## src/mcit_pkg.sv

```systemverilog
package mcit_pkg;

   // ----------------------------------------
   // Widths and reset values
   // ----------------------------------------
   localparam int unsigned MCIT_PC_W = 10;
   localparam int unsigned MCIT_X_W = 11;
   localparam int unsigned MCIT_IMM_W = 12;
   localparam int unsigned MCIT_X_SEL_BIT = 10;
   localparam int unsigned MCIT_JP_DIR_BIT = 5;
   localparam logic [9:0] MCIT_PC_RST = 10'h000;
   localparam logic [10:0] MCIT_X_RST = 11'h000;
   localparam logic [7:0] MCIT_A_RST = 8'h00;
   localparam logic [7:0] MCIT_JP_BASE = 8'hc0;
   localparam logic [7:0] MCIT_EE_FIRST = 8'h40;
   localparam logic [7:0] MCIT_EE_LAST = 8'h7f;

   // ----------------------------------------
   // Instruction lengths and cycle counts
   // ----------------------------------------
   localparam logic [1:0] MCIT_BYTES_1 = 2'h1;
   localparam logic [1:0] MCIT_BYTES_2 = 2'h2;
   localparam logic [1:0] MCIT_BYTES_3 = 2'h3;
   localparam logic [2:0] MCIT_CYC_1 = 3'h1;
   localparam logic [2:0] MCIT_CYC_2 = 3'h2;
   localparam logic [2:0] MCIT_CYC_3 = 3'h3;
   localparam logic [2:0] MCIT_CYC_4 = 3'h4;
   localparam logic [2:0] MCIT_CYC_5 = 3'h5;

   // ----------------------------------------
   // Types
   // ----------------------------------------
   typedef enum logic [5:0] {
      OP_ADC = 6'h00, OP_ADD = 6'h01, OP_AND = 6'h02, OP_OR = 6'h03,
      OP_SUBTRACT_WITH_CARRY = 6'h04, OP_XOR = 6'h05, OP_CLR = 6'h06, OP_INC = 6'h07,
      OP_DEC = 6'h08, OP_IFEQ = 6'h09, OP_IFGT = 6'h0a, OP_IFNE = 6'h0b,
      OP_IFLT = 6'h0c, OP_SC = 6'h0d, OP_RC = 6'h0e, OP_IFC = 6'h0f,
      OP_IFNC = 6'h10, OP_INVC = 6'h11, OP_LDC = 6'h12, OP_STC = 6'h13,
      OP_RLC = 6'h14, OP_RRC = 6'h15, OP_LD = 6'h16, OP_ST = 6'h17,
      OP_NOP = 6'h18, OP_BIT_SET_TEST_SKIP = 6'h19, OP_BIT_CLEAR_TEST_SKIP = 6'h1a,
      OP_SBIT = 6'h1b, OP_RBIT = 6'h1c, OP_JP = 6'h1d, OP_JSR = 6'h1e,
      OP_JMP = 6'h1f, OP_RET = 6'h20, OP_INTERRUPT_RETURN = 6'h21, OP_SOFTWARE_INTERRUPT = 6'h22
   } mcit_op_e;

   typedef enum logic [2:0] {
      MD_INH = 3'h0, MD_IMM = 3'h1, MD_DIR = 3'h2, MD_IND = 3'h3,
      MD_IDX = 3'h4, MD_ABS = 3'h5, MD_REL = 3'h6, MD_LONG = 3'h7
   } mcit_mode_e;

   typedef enum logic [1:0] {
      TG_A = 2'h0, TG_X = 2'h1, TG_M = 2'h2, TG_NONE = 2'h3
   } mcit_tgt_e;

   typedef enum logic [2:0] {
      ST_RESET = 3'b001, ST_RUN = 3'b010, ST_PROG = 3'b100
   } mcit_state_e;

   typedef struct packed {
      logic c;
      logic h;
      logic z;
      logic n;
   } mcit_flags_s;

   typedef struct packed {
      mcit_op_e op;
      mcit_mode_e mode;
      mcit_tgt_e tgt;
      logic [7:0] opcode;
      logic [7:0] opnd;
      logic [11:0] imm;
      logic [2:0] bitn;
   } mcit_instr_s;

   typedef struct packed {
      logic [1:0] bytes;
      logic [2:0] cycles;
      mcit_flags_s fmask;
   } mcit_timing_s;

   typedef struct packed {
      logic valid;
      logic we;
      logic code;
      logic [9:0] addr;
      logic [7:0] wdata;
   } mcit_mem_s;

   typedef struct packed {
      logic valid;
      logic [9:0] addr;
      logic [7:0] data;
   } mcit_cwr_s;

   typedef struct packed {
      logic [7:0] res;
      logic c;
      logic h;
   } mcit_alu_s;

endpackage : mcit_pkg

```

## src/mcit_core.sv

```systemverilog
`timescale 1ns/10ps
module mcit_core (
   input wire logic clk_i,
   input wire logic sys_rst_i,
   input wire logic prog_mode_i,
   input wire logic code_write_disable_i,
   input wire logic instr_valid_i,
   input wire mcit_pkg::mcit_instr_s instr_i,
   output logic instr_ready_o,
   output logic [9:0] oper_addr_o,
   output logic oper_code_o,
   input wire logic ee_done_i,
   output logic ee_ready_o,
   input wire mcit_pkg::mcit_cwr_s prog_wr_i,
   output mcit_pkg::mcit_cwr_s code_wr_o,
   output logic code_wr_refused_o,
   output logic fetch_en_o,
   output logic [9:0] pc_o,
   output logic [7:0] acc_o,
   output logic [10:0] index_pointer_o,
   output mcit_pkg::mcit_flags_s flags_o,
   output mcit_pkg::mcit_mem_s mem_o,
   output logic skip_o,
   output logic push_valid_o,
   output logic [9:0] push_addr_o
);
   import mcit_pkg::*;

   // ----------------------------------------
   // Helper functions
   // ----------------------------------------
   function automatic mcit_alu_s alu(input mcit_op_e op, input logic [7:0] a,
                                     input logic [7:0] b, input logic cin,
                                     input logic [2:0] bn);
      logic [8:0] sum;
      logic [4:0] low;
      mcit_alu_s r;
      sum = 9'h000;
      low = 5'h00;
      r = '0;
      case (op)
         OP_ADC, OP_ADD: begin
            sum = {1'b0, a} + {1'b0, b} + {8'h00, (op == OP_ADC) & cin};
            low = {1'b0, a[3:0]} + {1'b0, b[3:0]} +
                  {4'h0, (op == OP_ADC) & cin};
            r = '{res: sum[7:0], c: sum[8], h: low[4]};
         end
         OP_SUBTRACT_WITH_CARRY: begin
            // Carry acts as not-borrow, so subtraction reuses the adder
            sum = {1'b0, a} + {1'b0, ~b} + {8'h00, cin};
            low = {1'b0, a[3:0]} + {1'b0, ~b[3:0]} + {4'h0, cin};
            r = '{res: sum[7:0], c: sum[8], h: low[4]};
         end
         OP_AND: r.res = a & b;
         OP_OR: r.res = a | b;
         OP_XOR: r.res = a ^ b;
         OP_INC: r.res = b + 8'h01;
         OP_DEC: r.res = b - 8'h01;
         OP_CLR: r = '{res: 8'h00, c: 1'b0, h: 1'b0};
         OP_SBIT: r.res = b | (8'h01 << bn);
         OP_RBIT: r.res = b & ~(8'h01 << bn);
         OP_STC: r.res = cin ? (b | (8'h01 << bn)) : (b & ~(8'h01 << bn));
         OP_LDC: r.c = b[bn];
         OP_RLC: r = '{res: {b[6:0], cin}, c: b[7], h: 1'b0};
         OP_RRC: r = '{res: {cin, b[7:1]}, c: b[0], h: 1'b0};
         OP_SC: r = '{res: 8'h00, c: 1'b1, h: 1'b1};
         OP_RC: r = '{res: 8'h00, c: 1'b0, h: 1'b0};
         OP_INVC: r.c = ~cin;
         default: r.res = b;
      endcase
      return r;
   endfunction : alu

   function automatic logic skip_cond(input mcit_op_e op, input logic [7:0] l,
                                      input logic [7:0] r, input logic c,
                                      input logic [2:0] bn);
      logic take;
      take = 1'b1;
      case (op)
         OP_IFEQ: take = (l == r);
         OP_IFNE: take = (l != r);
         OP_IFGT: take = (l > r);
         OP_IFLT: take = (l < r);
         OP_IFC: take = c;
         OP_IFNC: take = ~c;
         OP_BIT_SET_TEST_SKIP: take = r[bn];
         OP_BIT_CLEAR_TEST_SKIP: take = ~r[bn];
         default: take = 1'b1;
      endcase
      return ~take;
   endfunction : skip_cond

   // ----------------------------------------
   // State
   // ----------------------------------------
   mcit_state_e state_q, state_d;
   logic prog_meta_q, prog_sync_q;
   logic [2:0] cnt_q, cnt_d;
   logic [9:0] pc_q, pc_d;
   logic [7:0] acc_q, acc_d;
   logic [10:0] x_q, x_d;
   mcit_flags_s flags_q, flags_d, flags_new;
   logic ee_busy_q;
   mcit_mem_s mem_q, mem_d;
   mcit_cwr_s cwr_q, cwr_d;
   logic refused_q, skip_q, push_q;
   logic [9:0] push_addr_q;
   mcit_timing_s tim;

   mcit_timing u_timing (
      .op_i(instr_i.op),
      .mode_i(instr_i.mode),
      .tgt_i(instr_i.tgt),
      .tim_o(tim)
   );

   // ----------------------------------------
   // Decode and address wires
   // ----------------------------------------
   wire issue = instr_valid_i && instr_ready_o;
   wire mcit_op_e op = instr_i.op;
   wire [10:0] idx_sum = x_q + {3'h0, instr_i.imm[7:0]};
   wire is_idx = instr_i.mode == MD_IDX;
   wire is_ind = instr_i.mode == MD_IND;
   assign oper_code_o = is_idx & idx_sum[MCIT_X_SEL_BIT];
   assign oper_addr_o = is_idx ? idx_sum[9:0] :
                        is_ind ? {2'h0, x_q[7:0]} :
                        {2'h0, instr_i.imm[7:0]};
   wire [9:0] pc_seq = pc_q + {8'h00, tim.bytes};
   wire [9:0] pc_one = pc_q + 10'h001;
   wire [9:0] jp_mag = {5'h00, instr_i.opcode[4:0]};
   wire jp_fwd = instr_i.opcode[MCIT_JP_DIR_BIT];
   wire [9:0] jp_tgt = jp_fwd ? pc_one + jp_mag : pc_one - jp_mag;
   wire is_jp = op == OP_JP &&
                (instr_i.opcode & MCIT_JP_BASE) == MCIT_JP_BASE;
   wire [9:0] far_tgt = is_idx ? idx_sum[9:0] : instr_i.imm[9:0];
   wire is_far = op == OP_JMP || op == OP_JSR || op == OP_RET ||
                 op == OP_INTERRUPT_RETURN || op == OP_SOFTWARE_INTERRUPT;
   wire [7:0] alu_a = acc_q;
   wire [7:0] alu_b = (instr_i.tgt == TG_A && instr_i.mode == MD_INH) ?
                      acc_q : instr_i.opnd;
   wire mcit_alu_s alu_r = alu(op, alu_a, alu_b, flags_q.c, instr_i.bitn);
   wire [10:0] x_inc = x_q + 11'h001;
   wire [10:0] x_dec = x_q - 11'h001;
   wire [7:0] cmp_l = (instr_i.tgt == TG_X) ? x_q[7:0] : acc_q;
   wire [7:0] cmp_r = (instr_i.tgt == TG_X) ? instr_i.imm[7:0] :
                      instr_i.opnd;
   wire is_alu_m = instr_i.tgt == TG_M &&
                   (op == OP_INC || op == OP_DEC || op == OP_CLR ||
                    op == OP_SBIT || op == OP_RBIT || op == OP_RLC ||
                    op == OP_RRC || op == OP_STC);
   wire is_mem_wr = op == OP_ST || is_alu_m ||
                    (op == OP_LD && instr_i.tgt == TG_M);
   wire wr_ok = issue && is_mem_wr && !oper_code_o;
   wire ee_hit = oper_addr_o[7:0] >= MCIT_EE_FIRST &&
                 oper_addr_o[7:0] <= MCIT_EE_LAST;
   wire ee_start = wr_ok && ee_hit;
   wire prog_ok = prog_sync_q && !code_write_disable_i;

   // ----------------------------------------
   // Mode sequencing
   // ----------------------------------------
   always_comb begin
      case (state_q)
         ST_RESET: state_d = prog_sync_q ? ST_PROG : ST_RUN;
         ST_RUN: state_d = prog_sync_q ? ST_PROG : ST_RUN;
         ST_PROG: state_d = prog_sync_q ? ST_PROG : ST_RUN;
         default: state_d = ST_RESET;
      endcase
   end

   assign instr_ready_o = state_q == ST_RUN && cnt_q == 3'h0;
   assign fetch_en_o = state_q == ST_RUN;
   assign cnt_d = issue ? tim.cycles - 3'h1 :
                  (cnt_q != 3'h0) ? cnt_q - 3'h1 : cnt_q;

   // ----------------------------------------
   // Execute effects
   // ----------------------------------------
   always_comb begin
      pc_d = pc_q;
      acc_d = acc_q;
      x_d = x_q;
      flags_new = '{c: alu_r.c, h: alu_r.h, z: alu_r.res == 8'h00,
                    n: alu_r.res[7]};
      if (issue) begin
         pc_d = is_jp ? jp_tgt : is_far ? far_tgt : pc_seq;
         if (instr_i.tgt == TG_X) begin
            case (op)
               OP_LD: x_d = instr_i.imm[10:0];
               OP_INC: x_d = x_inc;
               OP_DEC: x_d = x_dec;
               OP_CLR: x_d = MCIT_X_RST;
               default: x_d = x_q;
            endcase
            flags_new.z = x_d == 11'h000;
         end else if (instr_i.tgt == TG_A) begin
            case (op)
               OP_LD: acc_d = instr_i.opnd;
               OP_ADC, OP_ADD, OP_AND, OP_OR, OP_SUBTRACT_WITH_CARRY, OP_XOR, OP_CLR,
               OP_INC, OP_DEC, OP_RLC, OP_RRC: acc_d = alu_r.res;
               default: acc_d = acc_q;
            endcase
         end
      end
   end

   assign flags_d = issue ? (flags_q & ~tim.fmask) |
                            (flags_new & tim.fmask) : flags_q;

   always_comb begin
      mem_d = '0;
      mem_d.valid = wr_ok;
      mem_d.we = wr_ok;
      mem_d.code = oper_code_o;
      mem_d.addr = oper_addr_o;
      mem_d.wdata = (op == OP_ST) ? acc_q :
                    is_alu_m ? alu_r.res : instr_i.opnd;
      cwr_d = '0;
      if (prog_wr_i.valid && prog_ok) begin
         cwr_d = prog_wr_i;
      end
   end

   // ----------------------------------------
   // Registers
   // ----------------------------------------
   // Programming-mode pin is asynchronous to the core clock
   always_ff @(posedge clk_i or posedge sys_rst_i) begin
      if (sys_rst_i) begin
         prog_meta_q <= 1'b0;
         prog_sync_q <= 1'b0;
         state_q <= ST_RESET;
         cnt_q <= 3'h0;
      end else begin
         prog_meta_q <= prog_mode_i;
         prog_sync_q <= prog_meta_q;
         state_q <= state_d;
         cnt_q <= cnt_d;
      end
   end

   always_ff @(posedge clk_i or posedge sys_rst_i) begin
      if (sys_rst_i) begin
         pc_q <= MCIT_PC_RST;
         acc_q <= MCIT_A_RST;
         x_q <= MCIT_X_RST;
         flags_q <= '0;
      end else begin
         pc_q <= pc_d;
         acc_q <= acc_d;
         x_q <= x_d;
         flags_q <= flags_d;
      end
   end

   // New write start beats a completion in the same cycle
   always_ff @(posedge clk_i or posedge sys_rst_i) begin
      if (sys_rst_i) begin
         ee_busy_q <= 1'b0;
      end else if (ee_start) begin
         ee_busy_q <= 1'b1;
      end else if (ee_done_i) begin
         ee_busy_q <= 1'b0;
      end
   end

   always_ff @(posedge clk_i or posedge sys_rst_i) begin
      if (sys_rst_i) begin
         mem_q <= '0;
         cwr_q <= '0;
         refused_q <= 1'b0;
         skip_q <= 1'b0;
         push_q <= 1'b0;
         push_addr_q <= MCIT_PC_RST;
      end else begin
         mem_q <= mem_d;
         cwr_q <= cwr_d;
         refused_q <= prog_wr_i.valid && !prog_ok;
         skip_q <= issue && skip_cond(op, cmp_l, cmp_r, flags_q.c,
                                      instr_i.bitn);
         push_q <= issue && (op == OP_JSR || op == OP_SOFTWARE_INTERRUPT);
         push_addr_q <= pc_seq;
      end
   end

   // ----------------------------------------
   // Outputs
   // ----------------------------------------
   assign ee_ready_o = ~ee_busy_q;
   assign code_wr_o = cwr_q;
   assign code_wr_refused_o = refused_q;
   assign pc_o = pc_q;
   assign acc_o = acc_q;
   assign index_pointer_o = x_q;
   assign flags_o = flags_q;
   assign mem_o = mem_q;
   assign skip_o = skip_q;
   assign push_valid_o = push_q;
   assign push_addr_o = push_addr_q;

endmodule : mcit_core

```

## src/mcit_timing.sv

```systemverilog
`timescale 1ns/10ps
module mcit_timing (
   input wire mcit_pkg::mcit_op_e op_i,
   input wire mcit_pkg::mcit_mode_e mode_i,
   input wire mcit_pkg::mcit_tgt_e tgt_i,
   output mcit_pkg::mcit_timing_s tim_o
);
   import mcit_pkg::*;

   // ----------------------------------------
   // Length and cycle decode
   // ----------------------------------------
   always_comb begin
      tim_o.bytes = MCIT_BYTES_1;
      tim_o.cycles = MCIT_CYC_1;
      case (mode_i)
         MD_IND: begin
            tim_o.bytes = MCIT_BYTES_1;
            tim_o.cycles = (op_i == OP_SBIT || op_i == OP_RBIT) ?
                           MCIT_CYC_2 : MCIT_CYC_1;
         end
         MD_IDX: begin
            tim_o.bytes = MCIT_BYTES_2;
            tim_o.cycles = (op_i == OP_JSR) ? MCIT_CYC_5 : MCIT_CYC_3;
         end
         MD_IMM, MD_DIR: begin
            tim_o.bytes = MCIT_BYTES_2;
            tim_o.cycles = (op_i == OP_CLR) ? MCIT_CYC_1 : MCIT_CYC_2;
         end
         MD_ABS: begin
            tim_o.bytes = MCIT_BYTES_3;
            tim_o.cycles = (op_i == OP_JSR) ? MCIT_CYC_5 : MCIT_CYC_4;
         end
         MD_LONG: begin
            tim_o.bytes = MCIT_BYTES_3;
            tim_o.cycles = MCIT_CYC_3;
         end
         MD_INH: begin
            tim_o.bytes = MCIT_BYTES_1;
            tim_o.cycles = (op_i == OP_RET || op_i == OP_INTERRUPT_RETURN ||
                            op_i == OP_SOFTWARE_INTERRUPT) ? MCIT_CYC_5 : MCIT_CYC_1;
         end
         default: begin
            tim_o.bytes = MCIT_BYTES_1;
            tim_o.cycles = MCIT_CYC_1;
         end
      endcase
      // Masks share this process so tim_o keeps one driver
      tim_o.fmask = 4'b0000;
      case (op_i)
         OP_ADC, OP_SUBTRACT_WITH_CARRY: tim_o.fmask = 4'b1111;
         OP_CLR: tim_o.fmask = (tgt_i == TG_X) ? 4'b0010 : 4'b1111;
         OP_INC, OP_DEC: tim_o.fmask = (tgt_i == TG_X) ? 4'b0010 : 4'b0011;
         OP_ADD, OP_AND, OP_OR, OP_XOR: tim_o.fmask = 4'b0011;
         OP_SBIT, OP_RBIT, OP_STC: tim_o.fmask = 4'b0011;
         OP_RLC, OP_RRC: tim_o.fmask = 4'b1011;
         OP_SC, OP_RC: tim_o.fmask = 4'b1100;
         OP_INVC, OP_LDC: tim_o.fmask = 4'b1000;
         default: tim_o.fmask = 4'b0000;
      endcase
   end

endmodule : mcit_timing
```

## config.mk

```make
export PLATFORM = sky130hd
export DESIGN_NAME = mcit_core
export DESIGN_NICKNAME = d
export VERILOG_FILES = /design/src/mcit_pkg.sv /design/src/mcit_core.sv /design/src/mcit_timing.sv
export SDC_FILE = /design/constraint.sdc
export NUM_CORES = 1
export LEC_CHECK = 0
export ABC_AREA = 1
export BUFFER_PORTS_ARGS = -buffer_cell sky130_fd_sc_hd__buf_2
export CORE_MARGIN = 5
export CORE_UTILIZATION = 30
export DETAILED_ROUTE_END_ITERATION = 7
export PLACE_DENSITY_LB_ADDON = 0.2
export SKIP_LAST_GASP = 1
export SYNTH_ARGS = -nofsm -noshare
export SYNTH_HDL_FRONTEND = slang
export SYNTH_HIERARCHICAL = 1
export SYNTH_SLANG_ARGS = --single-unit
```

## constraint.sdc

```tcl
create_clock -name clk_i -period 3.53 [get_ports clk_i]
set_clock_uncertainty 0.1 [all_clocks]
set_input_delay 0.1765 -clock clk_i [delete_from_list [all_inputs] [get_ports clk_i]]
set_output_delay 0.1765 -clock clk_i [all_outputs]
set_load 0.1 [all_outputs]
```

# Yosys cells after proc, flatten, opt, wreduce, memory -nomap -nowiden
# Cells that the tools add are included.
dict set report op_classes {
  n_addsub 19
  multipliers 0
  n_div 0
  magnitude_cmp 5
  eq_ne 47
  shift 1
  mux 42
  bitwise_logic 19
  reduce_logical 58
}
# operator n
set op_table {}
lappend op_table {{$pmux W8 S13} 1}
lappend op_table {{$eq A6 B5 Y1 const B} 15}
lappend op_table {{$mux W8} 7}
lappend op_table {{$mux W10} 5}
lappend op_table {{$eq A6 B4 Y1 const B} 8}
lappend op_table {{$pmux W11 S4} 1}
lappend op_table {{$pmux W5 S6} 1}
lappend op_table {{$pmux W4 S7} 1}
lappend op_table {{$eq A6 B3 Y1 const B} 4}
lappend op_table {{$mux W11} 2}
lappend op_table {{$mux W19} 1}
lappend op_table {{$add A8 B8 Y9} 2}
lappend op_table {{$add A9 B1 Y9} 2}
lappend op_table {{$eq A6 B6 Y1 const B} 3}
lappend op_table {{$mux W3} 6}
lappend op_table {{$logic_or A1 B1 Y1} 17}
lappend op_table {{$and A8 B8 Y8} 2}
lappend op_table {{$not A8 Y8} 2}
lappend op_table {{$or A8 B8 Y8} 2}
lappend op_table {{$pmux W8 S2} 1}
lappend op_table {{$logic_and A1 B1 Y1} 15}
lappend op_table {{$reduce_or A2 Y1} 7}
lappend op_table {{$eq A3 B3 Y1 const B} 4}
lappend op_table {{$eq A6 B2 Y1 const B} 2}
lappend op_table {{other kinds (52)} 80}
dict set report totals {
  register_bits 94
  latch_bits 0
  ramBits 0
  mem_bits_ro 0
  in_bits 67
  out_inout_bits 100
  mem_count 0
}

# Logic depth before layout (Yosys ltp)
dict set report logic_depth {
  depth_word 15
  depth_mapped 26
  depth_no_buf 26
}

# Modules after synthesis
# The synthesis kept the hierarchy.
# mod n_inst cells_per_inst area_each_um2
set modules_own_cells {}
lappend modules_own_cells {mcit_core 1 1303 8848.5}
lappend modules_own_cells {mcit_timing 1 86 395.4}

# Least setup slack after synthesis
# Ideal clock, no wire load.
dict set report synth_timing {
  kind {flip-flop to flip-flop}
  start {register x_q[0] (netlist: index_pointer_o[0])}
  end {register ee_busy_q}
  setup_ps 162
  arrival_ps 4113
  required_time_ps 3268
  slack_ps -845
  stages_incl_launch_ff 17
  path_cell_list {dfrtp_1 > ha_1 > fa_1 > nand2_1 > inv_1 > o21ai_0 > nand2_1 > a21boi_0 > o21ai_0 > nand2_1 > nor2_1 > nand2_1 > nand2_1 > nor2_1 > nor3_1 > nand4_1 > o21ai_0}
}
# element line
set synth_lines {}
lappend synth_lines {{from (decl)} mcit_core.sv:101} ;# logic [10:0] x_q, x_d;
lappend synth_lines {{from (signal assigned)} mcit_core.sv:247} ;# x_q <= MCIT_X_RST;
lappend synth_lines {{from (signal assigned)} mcit_core.sv:252} ;# x_q <= x_d;
lappend synth_lines {{to (signal assigned)} mcit_core.sv:260} ;# ee_busy_q <= 1'b0;
lappend synth_lines {{to (signal assigned)} mcit_core.sv:262} ;# ee_busy_q <= 1'b1;
lappend synth_lines {{to (signal assigned)} mcit_core.sv:264} ;# ee_busy_q <= 1'b0;
lappend synth_lines {{to (decl)} mcit_core.sv:103} ;# logic ee_busy_q;

==> results.ini <==
[finish]
fin_area_um2=11600
layout-drive-gt1-share_pct=21.7
fin_nets=1777
multiInputGateArea_um2=5860
fillers=3316
final_common_cell=nand2_1
n_antenna_cell=0
syn_to_final_growth_pct=25.4
layout_common_cells=nand2_1 (295), inv_1 (205), buf_2 (163), nor2_1 (138), o21ai_0 (122)
seqCellArea_um2=2360

[worst_setup_path]
worstSetupEndpointType=flip-flop
reg2regPathDepth=19
critPathMaxFanout=5
r2r-start=acc_o[0]
cp.arrival_ns=3.52
worst_setup_path_start_kind=flip-flop
ff2ff_setup_slack_ns=0.22
path_class=reg -> reg
cp.required_ns=3.73

[power_and_ir_drop]
p_leak_nw=6.10
p_sw_mw=4.15
p_comb_share_pct=64.2
pwr-share-clk_pct=14.4
power_density_nw_per_um2=615
ir_worst_vdd_uv=292
power_frac_seq_pct=21.4
p_int_mw=2.98
swShare_pct=58.2

[floorplan]
start_util_pct=30.3
die_height_um=186
coreArea_um2=30500
fp.dieW_um=186
row_count=64
ioPinCount=167
die_area_um2=34400

[clock_tree]
cts_tree=done
cts_htree_levels=3
cts-root-buf=clkbuf_16
cts_buffers=9
clock_latency_ns=0.36
clock-sinks=94
cts.path.max_buffers=2
cts.reportedPaths.clkPinSlew_ns=0.08

[route]
drt-total-wl_um=35500
avgRoutedWirePerCell_um=17.4
drt-pass1-iter-count=6
first_iter_violations=804
vias=10210
drcViolationCount=0
vias_per_cell=5.00
final_antenna_net_count=0

[timing]
hold_slack_ns=0.0673
setup-violations-final=0
hold_viol_final=0
period_share_pct=93.9
rsz0062_at_grt=false
fin_crit_ns=3.31
worst_pin_slew_ns=0.745
maxSlewViolCount=0
clock.fmax_ghz=0.302
relSlewSlack_pct=50.0

[hold_path]
min_to=index_pointer_o[10]
holdPathStages=5
hold_start=instr_i[13]
hold_class=in -> reg

[outcome]
status=finished, final reports clean

[grt]
grt_overflow=0
grtUsageTotal_pct=20.3
grt_pass1_vias=9750
antenna_found_initial=0
grt_pass1_wl_um=54800
grt_max_degree=58

[placed_design]
gp_congestion=0.940
port_buffers=165
dp_hpwl_um=28800
placement.cell_area_um2=11100

[job]
drv_cap=0

[logic_synthesis]
synth_area_um2=9240
seq_area_frac_synth_pct=25.5
synth_edf_count=0
syn-num-nets=1525
yosys_warnings=6
avgSynthCellArea_um2=6.66
async_flop_share_pct=100
syn_inst=1389
ys.flop_type=dfrtp_1
synth_cell_types=65
synth-seq-cells=94

==> worst max-delay path, cell delays in order (launching register included) <==
cell and delay [ns]:
dfrtp_2 0.41, buf_4 0.17, ha_1 0.29, inv_1 0.07
ha_1 0.14, inv_1 0.04, nand2_1 0.09, inv_1 0.07
fa_1 0.42, o211ai_1 0.32, nand2_1 0.13, nand2_1 0.07
o21ai_0 0.07, nor2_1 0.10, nand3_1 0.21, a21oi_1 0.18
nand3_1 0.14, nand2_1 0.13, nand2_1 0.06, nand2_1 0.05
==> stage by stage <==
stage	setup TNS (ns)	utilization, %	instances	power, mW	worst slack (ns)
global placement	-0.0320	36.2	2002	6.06	-0.0320
detailed placement	0	36.2	2002	6.07	0.0178
finish	0	38.0	2042	7.14	0.215
floorplan	-0.0225	-	1389	5.00	-0.0225
CTS	0	38.0	2042	7.16	0.0875
global route	0	38.0	2042	7.63	0.00152
==> cell families after synthesis <==
| logic type | count (synthesis) | share of synthesized area (%) |
|---|---|---|
| compound gates | 301 | 18.9 |
| xor+xnor | 27 | 2.56 |
| fa+ha+maj | 69 | 9.91 |
| buf+inv | 259 | 11.2 |
| flops | 94 | 25.5 |
| mux | 1 | 0.122 |
| simple gates | 638 | 31.8 |
==> registers in the layout (all words and copies together), names as in the netlist, named ones only <==
name,count
mem_o,20
code_wr_o,19
index_pointer_o,11
pc_o,10
push_addr_o,10
acc_o,8
cnt_q,3
state_q,3
code_wr_refused_o,1
ee_busy_q,1
prog_meta_q,1
prog_sync_q,1
push_valid_o,1
skip_o,1
==> final cells by class <==
class,count,area share (%)
clock buffers,9,1.94
clock inverters,7,0.626
inverters,219,7.11
multi-input cells,1036,50.5
flip-flops and latches,94,20.3
well taps,396,4.27
repair buffers,281,15.2
==> synth_stat cells, drive strengths merged, types with 16 or more instances <==
library cell	number	area [µm²]
ha	62	776
nor3	23	140
nand3	114	633
inv	218	818
a21oi	89	453
dfrtp	93	2330
clkbuf	20	75.1
buf	20	141
nand4	16	100
xor2	22	193
o211ai	20	150
o21ai	135	698
nand2	308	1210
nor2	161	723
==> worst max path at each step <==
| stage | startpoint | to |
|---|---|---|
| 2_1_floorplan | index_pointer_o[0] | ee_busy_q |
| 3_3_place_gp | instr_i[34] | flip-flop |
| 3_5_place_dp | instr_i[34] | flip-flop |
| 4_1_cts | index_pointer_o[0] | oper_addr_o[8] |
| 5_1_grt | acc_o[0] | flip-flop |
| 6_report | acc_o[0] | flip-flop |
==> what timing repair did <==
action,4_1_cts,5_1_grt
gates resized for setup,0,5
hold buffers,24,0
endpoints found under the hold margin,76,0
endpoints found under the setup margin,0,3
setup buffers,0,0
==> routing by layer <==
layer | GRT usage, % | part of all wire [%]
met5 | 0 | 0
met4 | 5.83 | 2.5
met3 | 3.48 | 7.2
met2 | 32.0 | 44
met1 | 28.7 | 46
==> power groups by stage <==
stage          clock, mW  combinational, mW  sequential [mW]
2_1_floorplan          0               2.06             2.94
3_3_place_gp           0               4.51             1.55
3_5_place_dp           0               4.52             1.55
4_1_cts             1.07               4.57             1.53
5_1_grt             1.10               4.96             1.56
6_report            1.03               4.58             1.53
(Power assumes the default switching activity.)
